==> src/verilog/dsfm_pkg.sv <==
// Constants, register map and states for the DS3 receive frame maintenance.
// Assumes a classic Wishbone slave with 8-bit data, byte-indexed offsets.
package dsfm_pkg;
    localparam logic [7:0] ADDR_IO_CTRL = 8'h01;
    localparam logic [7:0] ADDR_RX_CFG = 8'h10;
    localparam logic [7:0] ADDR_INT_STAT = 8'h20;
    localparam logic [7:0] ADDR_INT_MASK = 8'h21;
    localparam logic [7:0] IO_CTRL_RESET = 8'ha0;
    localparam int IO_REFRAME_BIT = 0;
    localparam int CFG_MSYNC_BIT = 0;
    localparam int CFG_FSYNC_BIT = 1;
    localparam int CFG_PARITY_BIT = 2;
    localparam int CFG_OOF_BIT = 4;
    localparam int CFG_RW_BITS = 4;
    // Frame geometry: 7 subframes of 8 blocks of 85 bits
    localparam int BLK_BITS = 85;
    localparam int BLKS_PER_SUB = 8;
    localparam int SUBS_PER_MF = 7;
    localparam logic [3:0] F_PATTERN = 4'h9;
    localparam logic [2:0] M_PATTERN = 3'h2;
    localparam int F_WIN = 16;
    localparam int F_LIMIT_SLOW = 6;
    localparam int F_LIMIT_FAST = 3;
    localparam int M_WIN = 4;
    localparam int M_LIMIT = 3;
    localparam int P_WIN = 5;
    localparam int P_LIMIT = 2;
    localparam int F_GOOD_NEED = 10;
    localparam int M_GOOD_NEED = 3;
    typedef enum logic [1:0] {DSFM_F_SEARCH, DSFM_M_SEARCH,
        DSFM_IN_FRAME} dsfm_state_t;
endpackage

==> src/verilog/dsfm_window.sv <==
// Sliding error window: counts errors among the last WIN flagged bits.
// Assumes one-cycle strobes in the system clock domain.
`timescale 1ns/10ps
module dsfm_window #(
    parameter int WIN = 16
) (
    input wire logic clk_i,
    input wire logic rst_i,
    input wire logic clear_i,
    input wire logic strobe_i,
    input wire logic err_i,
    output logic [4:0] count_o
);
    logic [WIN-1:0] hist;
    always_ff @(posedge clk_i or posedge rst_i) begin
        if (rst_i) begin
            hist <= '0;
        end else if (clear_i) begin
            hist <= '0;
        end else if (strobe_i) begin
            hist <= {hist[WIN-2:0], err_i};
        end
    end
    always_comb begin
        count_o = 5'h00;
        for (int i = 0; i < WIN; i++) begin
            count_o = count_o + {4'h0, hist[i]};
        end
    end
endmodule // dsfm_window

==> src/verilog/dsfm_top.sv <==
// Receive frame alignment and maintenance with a Wishbone register slave.
// Assumes line clock and data are asynchronous pins from the line unit.
//
// Implementation choice: the Wishbone register port.
`timescale 1ns/10ps
module dsfm_top #(
    parameter int BLK_BITS = dsfm_pkg::BLK_BITS
) (
    input wire logic CLK_I,
    input wire logic SYS_RST_I,
    input wire logic CYC_I,
    input wire logic STB_I,
    input wire logic WE_I,
    input wire logic [7:0] ADR_I,
    input wire logic [7:0] DAT_I,
    input wire logic SEL_I,
    output logic [7:0] DAT_O,
    output logic ACK_O,
    input wire logic RX_LINE_CLK_I,
    input wire logic RX_DATA_I,
    output logic LOSS_OF_ALIGNMENT_O,
    output logic INT_O
);
    // Two-flop synchronisers for the pins
    logic [1:0] clk_sync;
    logic [1:0] dat_sync;
    logic clk_prev;
    logic bit_stb;
    always_ff @(posedge CLK_I or posedge SYS_RST_I) begin
        if (SYS_RST_I) begin
            clk_sync <= 2'h0;
            dat_sync <= 2'h0;
            clk_prev <= 1'b0;
        end else begin
            clk_sync <= {clk_sync[0], RX_LINE_CLK_I};
            dat_sync <= {dat_sync[0], RX_DATA_I};
            clk_prev <= clk_sync[1];
        end
    end
    assign bit_stb = clk_sync[1] & ~clk_prev;
    wire logic rx_bit = dat_sync[1];

    // Registers
    logic [7:0] io_ctrl;
    logic [3:0] cfg;
    logic [1:0] int_stat;
    logic [1:0] int_mask;
    logic reframe_req;
    logic loss_of_alignment;
    dsfm_pkg::dsfm_state_t state;
    wire logic bus_req = CYC_I & STB_I & ~ACK_O;
    wire logic wr = bus_req & WE_I & SEL_I;
    wire logic rd_stat = bus_req & ~WE_I & (ADR_I == dsfm_pkg::ADDR_INT_STAT);

    always_ff @(posedge CLK_I or posedge SYS_RST_I) begin
        if (SYS_RST_I) begin
            ACK_O <= 1'b0;
        end else begin
            ACK_O <= bus_req;
        end
    end

    always_ff @(posedge CLK_I or posedge SYS_RST_I) begin
        if (SYS_RST_I) begin
            io_ctrl <= dsfm_pkg::IO_CTRL_RESET;
            cfg <= 4'h0;
            int_mask <= 2'h0;
            reframe_req <= 1'b0;
        end else begin
            reframe_req <= 1'b0;
            if (wr && ADR_I == dsfm_pkg::ADDR_IO_CTRL) begin
                // Reframe bit self-clears; one trigger per write
                io_ctrl <= {DAT_I[7:1], 1'b0};
                reframe_req <= DAT_I[dsfm_pkg::IO_REFRAME_BIT];
            end
            if (wr && ADR_I == dsfm_pkg::ADDR_RX_CFG) begin
                cfg <= DAT_I[dsfm_pkg::CFG_RW_BITS-1:0];
            end
            if (wr && ADR_I == dsfm_pkg::ADDR_INT_MASK) begin
                int_mask <= DAT_I[1:0];
            end
        end
    end

    always_ff @(posedge CLK_I or posedge SYS_RST_I) begin
        if (SYS_RST_I) begin
            DAT_O <= 8'h00;
        end else begin
            DAT_O <= 8'h00;
            if (bus_req && !WE_I) begin
                unique case (ADR_I)
                    dsfm_pkg::ADDR_IO_CTRL: DAT_O <= io_ctrl;
                    dsfm_pkg::ADDR_RX_CFG: DAT_O <= {3'h0, loss_of_alignment, cfg};
                    dsfm_pkg::ADDR_INT_STAT: DAT_O <= {6'h00, int_stat};
                    dsfm_pkg::ADDR_INT_MASK: DAT_O <= {6'h00, int_mask};
                    default: DAT_O <= 8'h00;
                endcase
            end
        end
    end

    // Frame position: bit in block, block in subframe, subframe in multiframe
    logic [6:0] bit_pos;
    logic [2:0] blk_pos;
    logic [2:0] sub_pos;
    logic slip;
    wire logic oh_bit = bit_stb && bit_pos == 7'h00;
    // F-bits sit at odd blocks (1,3,5,7); M at block 0 of subframes 4..6
    wire logic is_f = oh_bit && blk_pos[0];
    wire logic is_m = oh_bit && blk_pos == 3'h0 && sub_pos >= 3'h4;
    wire logic is_p = oh_bit && blk_pos == 3'h0 && sub_pos == 3'h2;
    wire logic [1:0] f_idx = blk_pos[2:1];
    wire logic [1:0] m_idx = 2'(sub_pos - 3'h4);
    wire logic f_err = rx_bit != dsfm_pkg::F_PATTERN[3 - f_idx];
    wire logic m_err = rx_bit != dsfm_pkg::M_PATTERN[2 - m_idx];
    wire logic mf_end = oh_bit && blk_pos == 3'h7 && sub_pos == 3'h6;

    always_ff @(posedge CLK_I or posedge SYS_RST_I) begin
        if (SYS_RST_I) begin
            bit_pos <= 7'h00;
            blk_pos <= 3'h0;
            sub_pos <= 3'h0;
        end else if (bit_stb && !slip) begin
            if (bit_pos == 7'(BLK_BITS - 1)) begin
                bit_pos <= 7'h00;
                blk_pos <= blk_pos + 3'h1;
                if (blk_pos == 3'(dsfm_pkg::BLKS_PER_SUB - 1)) begin
                    sub_pos <= (sub_pos == 3'(dsfm_pkg::SUBS_PER_MF - 1))
                        ? 3'h0 : sub_pos + 3'h1;
                end
            end else begin
                bit_pos <= bit_pos + 7'h01;
            end
        end
    end

    // Parity: P-bit compared to payload parity of previous multiframe
    logic par_acc;
    logic par_prev;
    logic p_err_mf;
    logic p_seen;
    always_ff @(posedge CLK_I or posedge SYS_RST_I) begin
        if (SYS_RST_I) begin
            par_acc <= 1'b0;
            par_prev <= 1'b0;
            p_err_mf <= 1'b0;
        end else if (bit_stb) begin
            if (mf_end) begin
                par_prev <= par_acc;
                par_acc <= 1'b0;
                p_err_mf <= 1'b0;
            end else if (is_p) begin
                p_err_mf <= rx_bit != par_prev;
            end else if (bit_pos != 7'h00) begin
                par_acc <= par_acc ^ rx_bit;
            end
        end
    end
    assign p_seen = mf_end;

    // Error windows
    logic [4:0] f_cnt;
    logic [4:0] m_cnt;
    logic [4:0] p_cnt;
    wire logic in_frame = state == dsfm_pkg::DSFM_IN_FRAME;
    dsfm_window #(.WIN(dsfm_pkg::F_WIN)) u_fwin (.clk_i(CLK_I),
        .rst_i(SYS_RST_I), .clear_i(!in_frame), .strobe_i(is_f),
        .err_i(f_err), .count_o(f_cnt));
    dsfm_window #(.WIN(dsfm_pkg::M_WIN)) u_mwin (.clk_i(CLK_I),
        .rst_i(SYS_RST_I), .clear_i(!in_frame), .strobe_i(is_m),
        .err_i(m_err), .count_o(m_cnt));
    dsfm_window #(.WIN(dsfm_pkg::P_WIN)) u_pwin (.clk_i(CLK_I),
        .rst_i(SYS_RST_I), .clear_i(!in_frame), .strobe_i(p_seen),
        .err_i(p_err_mf), .count_o(p_cnt));

    wire logic [4:0] f_lim = cfg[dsfm_pkg::CFG_FSYNC_BIT]
        ? 5'(dsfm_pkg::F_LIMIT_FAST) : 5'(dsfm_pkg::F_LIMIT_SLOW);
    logic lose;
    always_comb begin
        lose = 1'b0;
        if (in_frame) begin
            if (f_cnt >= f_lim) lose = 1'b1;
            // M errors only count when enabled
            if (cfg[dsfm_pkg::CFG_MSYNC_BIT] &&
                m_cnt >= 5'(dsfm_pkg::M_LIMIT)) lose = 1'b1;
            if (cfg[dsfm_pkg::CFG_PARITY_BIT] &&
                p_cnt >= 5'(dsfm_pkg::P_LIMIT)) lose = 1'b1;
        end
    end

    // Acquisition and maintenance state machine
    logic [3:0] good_cnt;
    always_ff @(posedge CLK_I or posedge SYS_RST_I) begin
        if (SYS_RST_I) begin
            state <= dsfm_pkg::DSFM_F_SEARCH;
            good_cnt <= 4'h0;
            slip <= 1'b0;
        end else begin
            slip <= 1'b0;
            if (reframe_req || lose) begin
                state <= dsfm_pkg::DSFM_F_SEARCH;
                good_cnt <= 4'h0;
            end else begin
                unique case (state)
                    dsfm_pkg::DSFM_F_SEARCH: begin
                        if (is_f && f_err) begin
                            good_cnt <= 4'h0;
                            slip <= 1'b1;
                        end else if (is_f) begin
                            if (good_cnt == 4'(dsfm_pkg::F_GOOD_NEED - 1)) begin
                                state <= dsfm_pkg::DSFM_M_SEARCH;
                                good_cnt <= 4'h0;
                            end else begin
                                good_cnt <= good_cnt + 4'h1;
                            end
                        end
                    end
                    dsfm_pkg::DSFM_M_SEARCH: begin
                        if ((is_m && m_err) || (is_f && f_err)) begin
                            state <= dsfm_pkg::DSFM_F_SEARCH;
                            good_cnt <= 4'h0;
                        end else if (mf_end) begin
                            if (good_cnt == 4'(dsfm_pkg::M_GOOD_NEED - 1)) begin
                                state <= dsfm_pkg::DSFM_IN_FRAME;
                            end else begin
                                good_cnt <= good_cnt + 4'h1;
                            end
                        end
                    end
                    dsfm_pkg::DSFM_IN_FRAME: good_cnt <= 4'h0;
                endcase
            end
        end
    end

    // Out-of-frame flag and pin follow the state
    wire logic next_oof = state != dsfm_pkg::DSFM_IN_FRAME;
    always_ff @(posedge CLK_I or posedge SYS_RST_I) begin
        if (SYS_RST_I) begin
            loss_of_alignment <= 1'b1;
        end else begin
            loss_of_alignment <= next_oof;
        end
    end
    assign LOSS_OF_ALIGNMENT_O = loss_of_alignment;

    // Interrupt status: bit0 oof change or forced reframe, bit1 forced reframe; read clears
    wire logic oof_chg = loss_of_alignment != next_oof;
    always_ff @(posedge CLK_I or posedge SYS_RST_I) begin
        if (SYS_RST_I) begin
            int_stat <= 2'h0;
        end else begin
            int_stat[0] <= oof_chg | reframe_req |
                (int_stat[0] & ~rd_stat);
            int_stat[1] <= reframe_req | (int_stat[1] & ~rd_stat);
        end
    end
    assign INT_O = |(int_stat & int_mask);

    a_lose_to_search: assert property (@(posedge CLK_I)
        disable iff (SYS_RST_I) lose |=> state == dsfm_pkg::DSFM_F_SEARCH)
        else $error("Loss did not restart search");
    a_oof_pin_high: assert property (@(posedge CLK_I)
        disable iff (SYS_RST_I) (lose || reframe_req) |=> ##1 loss_of_alignment)
        else $error("Out-of-frame pin not raised");
    a_oof_int_set: assert property (@(posedge CLK_I)
        disable iff (SYS_RST_I) oof_chg |=> int_stat[0])
        else $error("Change interrupt not set");
    a_msync_off: assert property (@(posedge CLK_I)
        disable iff (SYS_RST_I) (in_frame && f_cnt < f_lim && !cfg[0]
        && !cfg[2]) |-> !lose)
        else $error("M errors caused loss while disabled");
    a_fast_limit: assert property (@(posedge CLK_I)
        disable iff (SYS_RST_I) (in_frame && cfg[1] && f_cnt >= 5'h03)
        |=> !in_frame)
        else $error("Three F errors ignored");
    a_slow_limit: assert property (@(posedge CLK_I)
        disable iff (SYS_RST_I) (in_frame && f_cnt >= 5'h06) |=> !in_frame)
        else $error("Six F errors ignored");
    a_mbit_limit: assert property (@(posedge CLK_I)
        disable iff (SYS_RST_I) (in_frame && cfg[0] && m_cnt >= 5'h03)
        |=> !in_frame)
        else $error("M errors ignored");
    a_reframe_once: assert property (@(posedge CLK_I)
        disable iff (SYS_RST_I) reframe_req |=> !reframe_req)
        else $error("Reframe held longer than one cycle");
endmodule // dsfm_top

==> config.mk <==
export PLATFORM = sky130hd
export DESIGN_NAME = dsfm_top
export DESIGN_NICKNAME = d
export VERILOG_FILES = /design/src/verilog/dsfm_pkg.sv /design/src/verilog/dsfm_window.sv /design/src/verilog/dsfm_top.sv
export SDC_FILE = /design/constraint.sdc
export NUM_CORES = 1
export LEC_CHECK = 0
export BUFFER_PORTS_ARGS = -buffer_cell sky130_fd_sc_hd__buf_2
export CAP_MARGIN = 5
export CORE_MARGIN = 2
export CORE_UTILIZATION = 60
export DETAILED_ROUTE_END_ITERATION = 6
export PLACE_DENSITY_LB_ADDON = 0.1
export SYNTH_ARGS = -nofsm -noshare
export SYNTH_HDL_FRONTEND = slang
export SYNTH_HIERARCHICAL = 1
export SYNTH_SLANG_ARGS = --single-unit
==> constraint.sdc <==
create_clock -name CLK_I -period 5.8 [get_ports CLK_I]
set_input_delay 0.29 -clock CLK_I [delete_from_list [all_inputs] [get_ports CLK_I]]
set_output_delay 0.29 -clock CLK_I [all_outputs]
set_load 0.05 [all_outputs]
==> results of run 1 <==
[metal layers]
metal,GRT usage [%],routed length [microns],share of wire (%)
met3,6.37,313,4.1
met4,6.11,77,1.0
met1,27.3,3300,43
met5,0,0,0
met2,37.2,4020,52
[critical path, stage by stage (launching register included)]
cell and delay (ps):
dfrtp_1 370, inv_1 70, fa_1 560, fa_1 450
fa_1 540, fa_1 410, inv_1 70, ha_1 180
inv_1 60, fa_1 410, xnor2_1 150, ha_1 170
or3_1 310, a311oi_2 370, o21ai_2 140, a2111oi_4 390
nand2b_1 170, o21ai_1 190
[per-stage QoR]
stage          hold slack (ps)  area, sq um
2_1_floorplan             56.1         4400
3_3_place_gp               221         4600
3_5_place_dp               225         4600
4_1_cts                   39.1         4850
5_1_grt                   38.4         4850
6_report                  51.6         4850
[kinds of logic after synthesis]
kind of cell	Yosys count
flops	79
buf+inv	71
fa+ha+maj	34
mux	43
other cells	2
simple gates	107
xor+xnor	11
compound gates	58
[cells in the final DEF, fill, tap and decap left out, drive strengths merged, types with 10 or more instances in the layout]
cell type  count
o21ai         19
mux2i         27
clkbuf        10
inv           58
nand2         19
ha            21
fa            13
buf           35
nor2          38
mux2          16
dfrtp         76
[state kept, by name, indices dropped and copies added (netlist names), 4 cells and up]
signal and flops:
bit_pos 7, u_mwin/hist 4, good_cnt 4, DAT_O 8, cfg 4, u_pwin/hist 5
u_fwin/hist 16, io_ctrl 7
[area by class of cell]
cell class / instances / area, sq um
Fill cell: 548 / 2330
Multi-Input combinational cell: 257 / 2100
Sequential cell: 79 / 1980
Inverter: 58 / 218
Timing Repair Buffer: 36 / 188
Clock buffer: 10 / 128
Tap cell: 99 / 124
Clock inverter: 5 / 108
[power by group through the flow]
stage / Clock [W] / Sequential [W] / Combinational (W)
4_1_cts: 0.000497 / 0.000596 / 0.0000918
5_1_grt: 0.000521 / 0.000600 / 0.000107
2_1_floorplan: 0 / 0.000602 / 0.0000667
3_3_place_gp: 0 / 0.000606 / 0.0000873
6_report: 0.000482 / 0.000596 / 0.0000915
3_5_place_dp: 0 / 0.000606 / 0.0000908
[how the worst max path moves through the flow]
stage                                from                      end  slack, ps
6_report       u_fwin/hist[0]$_DFFE_PP0P_  good_cnt[2]$_DFFE_PP0P_        710
5_1_grt        u_fwin/hist[0]$_DFFE_PP0P_  good_cnt[2]$_DFFE_PP0P_        440
4_1_cts        u_fwin/hist[0]$_DFFE_PP0P_  good_cnt[2]$_DFFE_PP0P_        710
3_5_place_dp   u_fwin/hist[0]$_DFFE_PP0P_  good_cnt[2]$_DFFE_PP0P_        800
3_3_place_gp   u_fwin/hist[0]$_DFFE_PP0P_  good_cnt[2]$_DFFE_PP0P_        960
2_1_floorplan  u_fwin/hist[0]$_DFFE_PP0P_  good_cnt[2]$_DFFE_PP0P_       1110
==> key figures, run 1 <==
Clock network
  • H-tree levels: 3
  • Clk buf depth: 2
  • Root buf cell: clkbuf_8
  • Post-CTS setup buffer count: 0
  • CTS sink cnt: 79
  • PostCTS Resize Cnt: 0
  • CTS tree: done
  • Num CTS Buffers: 9
  • Count of hold-fix buffers inserted at cts: 1
  • Clock Latency Late Sink: 350 ps
  • CTS clk-pin slew, worst paths: 80 ps

Floorplan
  • I/O Pins: 35
  • DIE HEIGHT: 89.6 microns
  • # rows: 31
  • Die area: 8020 sq um
  • Die width: 89.6 microns
  • Initial core utilization: 61.2%
  • Core area: 7180 sq um

Critical path
  • Reg2reg start: u_fwin/hist[0]$_DFFE_PP0P_
  • Crit path DAT: 5350 ps
  • FF-to-FF End: good_cnt[2]$_DFFE_PP0P_
  • CP Class: flip-flop to flip-flop
  • Required time of the critical path: 6060 ps
  • Flop2flop setup slack: 710 ps
  • CP startpoint kind: flip-flop
  • Worst reg-to-reg path cell count: 17
  • CP Capture Type: flip-flop
  • Crit Path Max Fanout: 4

Logic synthesis
  • Synth area leader: dfrtp_1
  • Synthesized instance count: 405
  • Synth top cells by count: dfrtp_1 (76), inv_1 (58), nor2_1 (37)
  • Cell area after synthesis: 4390 sq um
  • EDFF count, synth: 0
  • Yosys cell types: 63
  • #FFs+latches synth: 79
  • Simple-Gate Fraction of Synth Area: 13.2%
  • Register area share after synthesis: 45.1%
  • Area share of the largest cell type after synthesis: 43.3%
  • Synth Area in Adders: 11.9%
  • Largest family of logic cells by synthesized area: simple AND/OR/NAND/NOR gates
  • Main area contributors after synthesis: dfrtp_1 (43%), mux2i_1 (6.2%), ha_1 (6.0%)
  • Post-synthesis compound-gate area fraction: 9.63%
  • Most common cell in the netlist: dfrtp_1
  • Post-synthesis mux area share: 10.3%
  • Async set or reset register ratio after synthesis: 100%
  • Average cell area after synthesis: 10.8 sq um
  • Yosys Warn Count: 6
  • XOR/XNOR Fraction of Synth Area: 2.51%
  • Prevailing post-synth register cell: dfrtp_1

Global routing
  • Overflow after GRT: 0
  • Pin count of the biggest net entering global routing: 55
  • GRT Total Usage: 21.9%
  • Antenna violations before repair: 0
  • Vias in the first global route: 3,005
  • First-pass GRT wire length: 13.4 mm

STA
  • Slew headroom: 40.7%
  • Hold Vio Cnt, Final: 0
  • Min Tclk post-route: 5090 ps
  • Unrepaired setup endpoints after global routing: false
  • Setup violators final: 0
  • Final worst-path setup slack: 711 ps
  • Max Clk Rate: 197 MHz
  • Total negative setup slack: 0 ps
  • Final Slew Violations: 0
  • Skew final: 6.09 ps
  • Worst Tran Pin Value: 888 ps
  • Period utilisation layout: 87.7%

Route
  • ANT nets after route: 0
  • Initial drt markers: 159
  • DRC viols: 0
  • DR vias: 2,977
  • WL final: 7.71 mm
  • Via density: 5.47
  • DR WL/cell: 14.2 microns
  • DR pass1 iterations: 4

Pwr
  • Psw: 0.000279 W
  • Leak: 2.28 nW
  • Peak VDD IR: 0.146 mV
  • Clock power share: 41.2%
  • Power density over the cells: 241 nW/um^2
  • Share of total power in combinational logic: 7.8%
  • Seq pwr share: 51.0%
  • Total power draw: 0.00117 W
  • Pint: 0.000891 W
  • Net Sw Frac: 23.9%

Placement
  • Pre-CTS setup slack: 799 ps
  • Placer Congestion: 0.784
  • Post-DP HPWL: 5.69 mm
  • Port Buffers: 34
  • Placed Cells: 528

Finish
  • Final std cells w/o fill: 544
  • # diodes: 0
  • Core Util, Final: 67.6%
  • Layout Nets: 499
  • Area growth, synth to finish: 10.3%
  • Layout cell share with drive strength beyond 1: 18.4%

Worst hold path
  • Hold Path Cell Cnt: 1
  • Min-delay src: RX_LINE_CLK_I
  • Hold crit path type: input pin to flip-flop
  • Hold path endpoint: clk_sync[0]$_DFF_PP0_

Flow run
  • Max_cap viols: 0

Status
  • Status: finished, final reports clean
Power figures use the tool's default switching activity.
==> run 2, diff against run 1 <==
--- a/config.mk
+++ b/config.mk
@@ -7,11 +7,11 @@
 export LEC_CHECK = 0
 export BUFFER_PORTS_ARGS = -buffer_cell sky130_fd_sc_hd__buf_2
 export CAP_MARGIN = 5
-export CORE_MARGIN = 2
+export CORE_MARGIN = 10
 export CORE_UTILIZATION = 60
+export CTS_CLUSTER_DIAMETER = 200
 export DETAILED_ROUTE_END_ITERATION = 6
 export PLACE_DENSITY_LB_ADDON = 0.1
 export SYNTH_ARGS = -nofsm -noshare
 export SYNTH_HDL_FRONTEND = slang
-export SYNTH_HIERARCHICAL = 1
 export SYNTH_SLANG_ARGS = --single-unit
==> run 2 against run 1 <==
Effect of this change:
- clock skew grew 2.8 ps
- area after synthesis fell by 1.1%
- register-to-register slack improved by 110 ps
- cell area fell by 0.36%
- total power rose by 0.70%
- routed wire length grew 7.6%
- flip-flop and latch count is the same
- clock-buffer cell count rose by 1
==> key figures, run 2 <==
Status
  • Status: finished, final reports clean

Floorplan
  • # rows: 30
  • I/O Pins: 35
  • DIE HEIGHT: 105 microns
  • Die area: 11,000 sq um
  • Initial core utilization: 62.9%
  • Core area: 6910 sq um
  • Die width: 105 microns

Logic synthesis
  • Yosys cell types: 67
  • XOR/XNOR Fraction of Synth Area: 2.13%
  • Area share of the largest cell type after synthesis: 43.8%
  • Synth area leader: dfrtp_1
  • Prevailing post-synth register cell: dfrtp_1
  • Post-synthesis mux area share: 6.05%
  • #FFs+latches synth: 79
  • Synth Area in Adders: 12.0%
  • Mapped Nets: 478
  • Most common cell in the netlist: dfrtp_1
  • Largest family of logic cells by synthesized area: simple AND/OR/NAND/NOR gates
  • Async set or reset register ratio after synthesis: 100%
  • Synth top cells by count: dfrtp_1 (76), nand2_1 (59), inv_1 (44)
  • EDFF count, synth: 0
  • Simple-Gate Fraction of Synth Area: 17.9%
  • Average cell area after synthesis: 10.3 sq um
  • Main area contributors after synthesis: dfrtp_1 (44%), ha_1 (6.0%), fa_1 (6.0%)
  • Synthesized instance count: 420
  • Register area share after synthesis: 45.6%
  • Yosys Warn Count: 0
  • Cell area after synthesis: 4340 sq um
  • Post-synthesis compound-gate area fraction: 11.3%

STA
  • Final Slew Violations: 0
  • Unrepaired setup endpoints after global routing: false
  • Period utilisation layout: 85.8%
  • Total negative setup slack: 0 ps
  • Slew headroom: 34.8%
  • Skew final: 8.93 ps
  • Worst Tran Pin Value: 978 ps
  • Max Clk Rate: 201 MHz
  • Setup violators final: 0
  • Hold Vio Cnt, Final: 0
  • Min Tclk post-route: 4980 ps

Critical path
  • Max incr delay on CP: 530 ps
  • CP startpoint kind: flip-flop
  • CP cell instances: ha_1 > inv_1 > fa_1 > fa_1 > fa_1 > fa_1 > fa_1 > fa_1 > xnor2_1 > ha_1 > a2111oi_0 > nand3_1 > o32a_2 > a211oi_1
  • Reg2reg start: u_fwin.hist[0]$_DFFE_PP0P_
  • Crit path DAT: 5240 ps
  • Crit Path Max Fanout: 7
  • CP Capture Type: flip-flop
  • CP endpoint: state[1]$_DFFE_PP0P_
  • Required time of the critical path: 6060 ps
  • Flop2flop setup slack: 820 ps
  • FF-to-FF End: state[1]$_DFFE_PP0P_
  • Crit path launch: u_fwin.hist[0]$_DFFE_PP0P_
  • Worst reg-to-reg path cell count: 14
  • CP Class: flip-flop to flip-flop
  • Slowest cell on the critical path: fa_1
  • Crit-path most repeated cell: fa_1

Finish
  • Layout cell share with drive strength beyond 1: 20.3%
  • Reg with most FFs: u_fwin.hist
  • # fillers: 558
  • Most common cell after layout, fill and taps aside: dfrtp_1
  • Commonest non-fill, non-tap cells in the layout: dfrtp_1 (76), nand2_1 (59), inv_1 (43), buf_2 (34), a21oi_1 (27)
  • Final instance area: 4830 sq um
  • Layout Nets: 516
  • Largest register FFs: 16
  • Area growth, synth to finish: 11.2%
  • Final std cells w/o fill: 559
  • Largest regs: u_fwin.hist x16, DAT_O x8
  • # diodes: 0

Global routing
  • Overflow after GRT: 0
  • GRT Total Usage: 15.4%
  • Vias in the first global route: 3,068
  • Pin count of the biggest net entering global routing: 80
  • Antenna violations before repair: 0
  • First-pass GRT wire length: 14.2 mm

Clock network
  • Clk buf depth: 2
  • PostCTS Resize Cnt: 0
  • Count of hold-fix buffers inserted at cts: 0
  • Clock Latency Late Sink: 360 ps
  • Root buf cell: clkbuf_8
  • Post-CTS setup buffer count: 0
  • H-tree levels: 3
  • CTS tree: done
  • Num CTS Buffers: 9
  • CTS sink cnt: 79
  • CTS clk-pin slew, worst paths: 80 ps

Route
  • WL final: 8.29 mm
  • Via density: 5.46
  • Initial drt markers: 81
  • DRC viols: 0
  • DR pass1 iterations: 4
  • DR vias: 3,052
  • ANT nets after route: 0
  • DR WL/cell: 14.8 microns

Placement
  • Post-DP HPWL: 6.12 mm
  • Port Buffers: 34
  • Placer Congestion: 0.859
  • Placed Area: 4600 sq um
  • Placed Cells: 543

Pwr
  • Total power draw: 0.00118 W
  • Peak VDD IR: 0.148 mV
  • Power density over the cells: 244 nW/um^2
  • Leak: 2.14 nW

Worst hold path
  • Hold crit path type: input pin to flip-flop
  • Hold Path Cell Cnt: 1

Flow run
  • Max_cap viols: 0
==> run 2: cell count changes in the layout (fill, tap and decap cells not counted), moves of 6 or more <==
cell     delta
a21oi_1    +21
and2_1      +6
inv_1      -14
mux2i_1    -21
nand2_1    +41
nor2_1     -11
nor2b_1     -6
==> run 2: cells by family after synthesis <==
logic type	Yosys count
AOI/OAI and AO/OA	74
xor gates and xnor gates	8
adders and majority gates	34
buffers and inverters	53
DFF	79
muxes	24
and+or+nand+nor	148
==> run 2: area by class of cell <==
| type | count | area (sq um) | share of cell area [%] |
|---|---|---|---|
| clock inverters | 5 | 80.1 | 1.66 |
| clock buffers | 11 | 151 | 3.13 |
| multi-input cells | 288 | 2150 | 44.5 |
| repair buffers | 35 | 178 | 3.68 |
| flip-flops and latches | 79 | 1980 | 41.0 |
| well taps | 96 | 120 | 2.49 |
| inverters | 45 | 170 | 3.52 |
==> run 2: layer usage <==
metal  track usage, %  wire length [microns]  vias up
met5                0                      0        -
met4             7.06                    188        0
met3             3.01                    300       16
met2             25.7                   4090       46
met1             18.7                   3710     1482
li1                 -                      -     1508
==> run 2: worst min path at each step <==
stage / from / end / slack, ps
floorplan: RX_LINE_CLK_I / clk_sync[0]$_DFF_PP0_ / 320
global route: RX_DATA_I / dat_sync[0]$_DFF_PP0_ / 20
detailed placement: dat_sync[0]$_DFF_PP0_ / dat_sync[1]$_DFF_PP0_ / 340
global placement: dat_sync[0]$_DFF_PP0_ / dat_sync[1]$_DFF_PP0_ / 330
CTS: RX_LINE_CLK_I / clk_sync[0]$_DFF_PP0_ / 30
finish: RX_DATA_I / dat_sync[0]$_DFF_PP0_ / 30
==> run 2: through the flow <==
stage	utilization [%]	hold slack, ps	setup slack (ps)
final	69.9	33.2	824
after global routing	69.9	23.0	506
after CTS	69.9	28.8	807
after detailed placement	66.6	338	827
after global placement	66.6	333	881
after floorplan	-	321	1030
==> run 2: power by group <==
part           switching (W)  internal [W]
Clock               0.000202      0.000265
Combinational      0.0000648     0.0000463
Sequential         0.0000297      0.000570
==> run 2: worst max-delay path: cells and delay by family, from the launching register on <==
family | cells | cell delay, ps
fa+ha+maj | 8 | 3190
compound gates | 3 | 970
flops | 1 | 400
xor+xnor | 1 | 150
simple gates | 1 | 110
buf+inv | 1 | 70
